### src/logic/rcal_pkg.sv
package rcal_pkg;
  localparam logic [2:0] RCAL_CTRL_ADDR = 3'h7;
  localparam int RCAL_MAG_LSB = 0;
  localparam int RCAL_MAG_W = 5;
  localparam int RCAL_SIGN_BIT = 5;
  localparam int RCAL_FT_BIT = 6;
  localparam int RCAL_OUT_BIT = 7;
  // Power-on: test off, level high; other bits arbitrary, zero here
  localparam logic [7:0] RCAL_CTRL_RESET = 8'h80;
  localparam int RCAL_OSC_HZ = 32768;
  localparam int RCAL_TEST_HZ = 512;
  localparam int RCAL_TEST_HALF = RCAL_OSC_HZ / (2 * RCAL_TEST_HZ);
  localparam int RCAL_STAGE_DIV = 256;
  localparam int RCAL_ADD_CYC = 128;
  localparam int RCAL_SUB_CYC = 256;
  localparam int RCAL_SEC_PER_MIN = 60;
  localparam int RCAL_CYCLE_MIN = 64;
  localparam int RCAL_ELIG_MIN = 62;
endpackage

### src/logic/rcal_test_div.sv
`timescale 1ns/100ps
`default_nettype none
// Free-running divider ahead of the correction logic
module rcal_test_div
  import rcal_pkg::*;
#(
  parameter int HALF = RCAL_TEST_HALF
) (
  input wire logic sys_clk,
  input wire logic reset_n,
  output logic wave
);
  logic [15:0] cnt_r;

  always_ff @(posedge sys_clk) begin
    if (!reset_n) begin
      cnt_r <= 16'h0000;
      wave <= 1'b0;
    end else if (cnt_r == 16'(HALF - 1)) begin
      cnt_r <= 16'h0000;
      wave <= ~wave;
    end else begin
      cnt_r <= cnt_r + 16'h0001;
    end
  end
endmodule
`default_nettype wire

### src/logic/rcal_core.sv
`timescale 1ns/100ps
`default_nettype none
module rcal_core
  import rcal_pkg::*;
#(
  parameter int SEC_PER_MIN = RCAL_SEC_PER_MIN
) (
  input wire logic sys_clk,
  input wire logic reset_n,
  input wire logic [2:0] reg_addr,
  input wire logic reg_wr,
  input wire logic [7:0] reg_wdata,
  output logic [7:0] reg_rdata,
  output logic sec_tick,
  output logic [5:0] cycle_minute,
  output logic shared_test_level_pin_o,
  output logic shared_test_level_pin_oe
);
  // sys_clk stands for the oscillator: one edge per oscillator cycle
  localparam logic [15:0] NOM = 16'(RCAL_OSC_HZ - 1);
  localparam logic [15:0] SHORT = 16'(RCAL_OSC_HZ - RCAL_ADD_CYC - 1);
  localparam logic [15:0] LONG = 16'(RCAL_OSC_HZ + RCAL_SUB_CYC - 1);
  localparam logic [7:0] STAGE_TOP = 8'(RCAL_STAGE_DIV - 1);

  logic [7:0] ctrl_r;
  logic [15:0] osc_cnt_r;
  logic [7:0] stage_r;
  logic [5:0] sec_r;
  logic [5:0] min_r;
  logic corr_done_r;
  logic test_wave;
  logic [4:0] mag;
  logic active;
  logic [15:0] sec_len;
  logic sec_end;

  assign mag = ctrl_r[RCAL_MAG_LSB +: RCAL_MAG_W];
  // Bit 0 of the minute is dropped: N covers minutes 0..2N-1
  assign active = (mag != 5'h00) && (min_r[5:1] < mag)
    && (min_r < 6'(RCAL_ELIG_MIN)) && !corr_done_r;
  always_comb begin
    sec_len = NOM;
    if (active) begin
      sec_len = ctrl_r[RCAL_SIGN_BIT] ? SHORT : LONG;
    end
  end
  assign sec_end = (osc_cnt_r == sec_len);

  // Control register, independent of timekeeping
  always_ff @(posedge sys_clk) begin
    if (!reset_n) begin
      ctrl_r <= RCAL_CTRL_RESET;
    end else if (reg_wr && reg_addr == RCAL_CTRL_ADDR) begin
      ctrl_r <= reg_wdata;
    end
  end

  always_ff @(posedge sys_clk) begin
    if (!reset_n) begin
      reg_rdata <= 8'h00;
    end else begin
      reg_rdata <= (reg_addr == RCAL_CTRL_ADDR) ? ctrl_r : 8'h00;
    end
  end

  // Prescaler position kept for visibility of the 256 stage
  always_ff @(posedge sys_clk) begin
    if (!reset_n) begin
      stage_r <= 8'h00;
    end else if (sec_end || stage_r == STAGE_TOP) begin
      stage_r <= 8'h00;
    end else begin
      stage_r <= stage_r + 8'h01;
    end
  end

  // Seconds length grows by one whole 256-stage count (LONG) or shrinks by half of one (SHORT)
  always_ff @(posedge sys_clk) begin
    if (!reset_n) begin
      osc_cnt_r <= 16'h0000;
      sec_tick <= 1'b0;
    end else begin
      sec_tick <= sec_end;
      osc_cnt_r <= sec_end ? 16'h0000 : osc_cnt_r + 16'h0001;
    end
  end

  // Minute and 64-minute cycle position
  always_ff @(posedge sys_clk) begin
    if (!reset_n) begin
      sec_r <= 6'h00;
      min_r <= 6'h00;
      corr_done_r <= 1'b0;
    end else if (sec_end) begin
      if (sec_r == 6'(SEC_PER_MIN - 1)) begin
        sec_r <= 6'h00;
        min_r <= min_r + 6'h01;
        corr_done_r <= 1'b0;
      end else begin
        sec_r <= sec_r + 6'h01;
        // Only one second per minute is altered
        if (active) corr_done_r <= 1'b1;
      end
    end
  end

  always_ff @(posedge sys_clk) begin
    if (!reset_n) begin
      cycle_minute <= 6'h00;
    end else begin
      cycle_minute <= min_r;
    end
  end

  rcal_test_div u_div (
    .sys_clk(sys_clk),
    .reset_n(reset_n),
    .wave(test_wave)
  );

  // Open drain: only drive low, release for high
  always_ff @(posedge sys_clk) begin
    if (!reset_n) begin
      shared_test_level_pin_o <= 1'b0;
      shared_test_level_pin_oe <= 1'b0;
    end else begin
      shared_test_level_pin_o <= 1'b0;
      if (ctrl_r[RCAL_FT_BIT]) begin
        shared_test_level_pin_oe <= ~test_wave;
      end else begin
        shared_test_level_pin_oe <= ~ctrl_r[RCAL_OUT_BIT];
      end
    end
  end
endmodule
`default_nettype wire

### config.mk
export PLATFORM = sky130hd
export DESIGN_NAME = rcal_core
export DESIGN_NICKNAME = d
export VERILOG_FILES = /design/src/logic/rcal_pkg.sv /design/src/logic/rcal_test_div.sv /design/src/logic/rcal_core.sv
export SDC_FILE = /design/constraint.sdc
export NUM_CORES = 1
export LEC_CHECK = 0
export BUFFER_PORTS_ARGS = -buffer_cell sky130_fd_sc_hd__clkbuf_2
export CAP_MARGIN = 5
export CORE_UTILIZATION = 25
export CTS_CLUSTER_SIZE = 10
export DETAILED_ROUTE_END_ITERATION = 7
export PLACE_DENSITY_LB_ADDON = 0.12
export SKIP_LAST_GASP = 1
export SYNTH_ARGS = -nofsm -noshare
export SYNTH_HDL_FRONTEND = slang
export SYNTH_SLANG_ARGS = --single-unit
export TNS_END_PERCENT = 1
### constraint.sdc
create_clock -name sys_clk -period 2.8 [get_ports sys_clk]
set_clock_uncertainty 0.05 [all_clocks]
set_input_delay 0.56 -clock sys_clk [delete_from_list [all_inputs] [get_ports sys_clk]]
set_output_delay 0.56 -clock sys_clk [all_outputs]
set_load 0.005 [all_outputs]
==> run metrics <==
Worst setup EP type flop; WHS approximately 0.39 ns; total setup buffers inserted after CTS 0; largest net degree at the start of global routing 27; Power Total ~2.1 mW; first-pass GRT wire length approximately 9900 µm; Seq pwr share about 48%; Peak VDD IR ~0.32 mV; critical path class flop to flop; Fill cells roughly 1200; ys async rst share 0%; syn_nets around 350; Finished Cell Area approximately 3500 µm²; commonest non-fill, non-tap cell in the layout dfxtp_1; DR vias 2313; Critical path buffers and inverters 1; cells after synthesis about 330; MaxCap Viol Count 0; Crit path required time 3.01 ns; Mapped Area between 2000 and 3000 µm²; Clock power frac between 40% and 50%; Mapped Avg Cell Area approximately 9 µm²; synth-to-layout area growth 20.6%; number of max-slew violations in the final report 0; Post-Place Cells approximately 500; worst min path class flop to flop; maximum clock path buffer count 2; DR iter-0 viols around 100; switching share of power approximately a fifth; Pint ~1.7 mW; number of global-route vias before repair 2096; final worst path period share 91.1%; H-tree levels 3; Pre-antenna DRT Iters 4; Detail Placement HPWL ~4200 µm; CTS root buf clkbuf_16; Final setup viols 0; Top FF cell, synth dfxtp_1; vias per cell roughly 4.5; total CTS buffers 9; die area around 12000 µm²; Unique masters post-synth 41; Critical-path top delay cell or4_1; slowest stage delay, CP slightly above 0.5 ns; delay-heaviest family, CP compound AO/OA/AOI/OAI gates; #FFs+latches synth 70; GRT Util Overall 11.1%; Clk Latency, worst-skew pair ~0.33 ns; CP Launch Type flop; Die Wd between 100 and 150 µm; clock sinks 70; outcome finished clean; antenna violations before repair 0; Post-Route WL around 6000 µm; Area after DPL 3220 µm²; min cycle time layout roughly 2.6 ns; Final Util about a third; critical-path cell list inv_1, ha_1, a21oi_1, o21ai_0, a31oi_1, nand2_2, mux2_4, or4_1, a21oi_1; CP max FO 13; DR WL/cell 12.1 µm; Rel. slew slack between 60% and 70%; setup TNS 0 ns; setup ws final between 0.2 and 0.25 ns; placer's final routability congestion estimate between 0.6 and 0.7; Post-Layout Cell Count 510; Port-buffer cells 29; Power per Cell Area about 600 nW/µm²; dpl ws approximately 0.18 ns; Fmax a little under 0.4 GHz; TritonCTS clock tree done; GR Overflow Total 0; cts hold-fix bufs 0; cts repair resizes 0; Worst Path Arrival between 2 and 3 ns; Rows 38; CP most frequent cell a21oi_1; Post-synth EDFFs 0; proportion of layout cells with a drive suffix above 1 between 10% and 20%; commonest non-fill, non-tap cells in the layout dfxtp_1, nor2_1, nand2_1; unrepaired setup endpoints after global routing false; register area share after synthesis ~48%; DRC 0; I/O pins 31; Initial Util roughly a quarter; Final Hold Vio Count 0; Gate power share 2.9%; core area around 11000 µm²; n_diodes 0; CTS clk-pin slew, worst paths roughly 0.050 ns; switching pwr around 0.44 mW; post-route ant nets 0; worst slew pin tran 0.572 ns; static leakage 1.32 nW; Die H 110 µm; final net count 387; Yosys warning total 0
## registers in the layout, summed over array words and instances (netlist names)
name                      cells
osc_cnt_r                    16
reg_rdata                     8
ctrl_r                        8
u_div.cnt_r                  16
min_r                         6
sec_tick                      1
shared_test_level_pin_oe      1
corr_done_r                   1
cycle_minute                  6
u_div.wave                    1
sec_r                         6
## kinds of logic (layout without fill, tap and decap cells)
kind of cell	count (synthesis)	after routing	share of synthesized area, %
compound gates	38	38	8.41
xor+xnor	28	28	8.45
fa+ha+maj	8	8	3.45
other cells	1	1	0.129
flops	70	70	48.3
simple gates	161	161	27.5
buf+inv	21	61	2.93
mux	2	3	0.862
## metal layers
metal / global-route usage (%) / share of wire (%)
met5: 0 / 0
met1: 14.2 / 53
met3: 3.73 / 4.5
met2: 16.3 / 40
met4: 6.00 / 1.9
## area by class of cell
cell class	count	area, µm²	share of cell area, %
tap	140	175	5.01
sequential	70	1400	40.0
clock inverter	1	5.00	0.143
multi-input combinational	239	1430	40.9
inverter	10	37.5	1.07
clock buffer	15	258	7.37
timing repair buffer	35	190	5.43
## worst paths after layout
check | startpoint | end | slack (ns) | cells past startpoint
worst max-delay path | ctrl_r[2] | min_r[3] | 0.25 | 9
worst min register to register | osc_cnt_r[0] | osc_cnt_r[0] | 0.39 | 1
worst min-delay path | osc_cnt_r[0] | osc_cnt_r[0] | 0.39 | 1
worst max register to register | ctrl_r[2] | min_r[3] | 0.25 | 9
## synth_stat cells, types with 5 or more instances
cell type	number	area share [%]
dfxtp_1	70	48
a21oi_1	18	3.1
o31ai_1	5	1.3
and3_1	5	1.1
nor2_1	43	5.6
xor2_1	18	5.4
nand4_1	7	1.5
o21ai_0	5	0.86
ha_1	8	3.4
xnor2_1	10	3.0
and2_1	10	2.2
nand2_1	41	5.3
inv_1	10	1.3
nand3_1	20	3.4
clkbuf_1	8	1.0
nor3_1	6	1.0
## power groups by stage
stage          Combinational, mW  Sequential, mW  Clock (mW)
2_1_floorplan             0.0372            1.04           0
3_3_place_gp              0.0602            1.04           0
3_5_place_dp              0.0607            1.04           0
4_1_cts                   0.0610            1.02        1.06
5_1_grt                   0.0696            1.02        1.11
6_report                  0.0614            1.02        1.02
No activity file was read; power rests on OpenSTA's default activity.
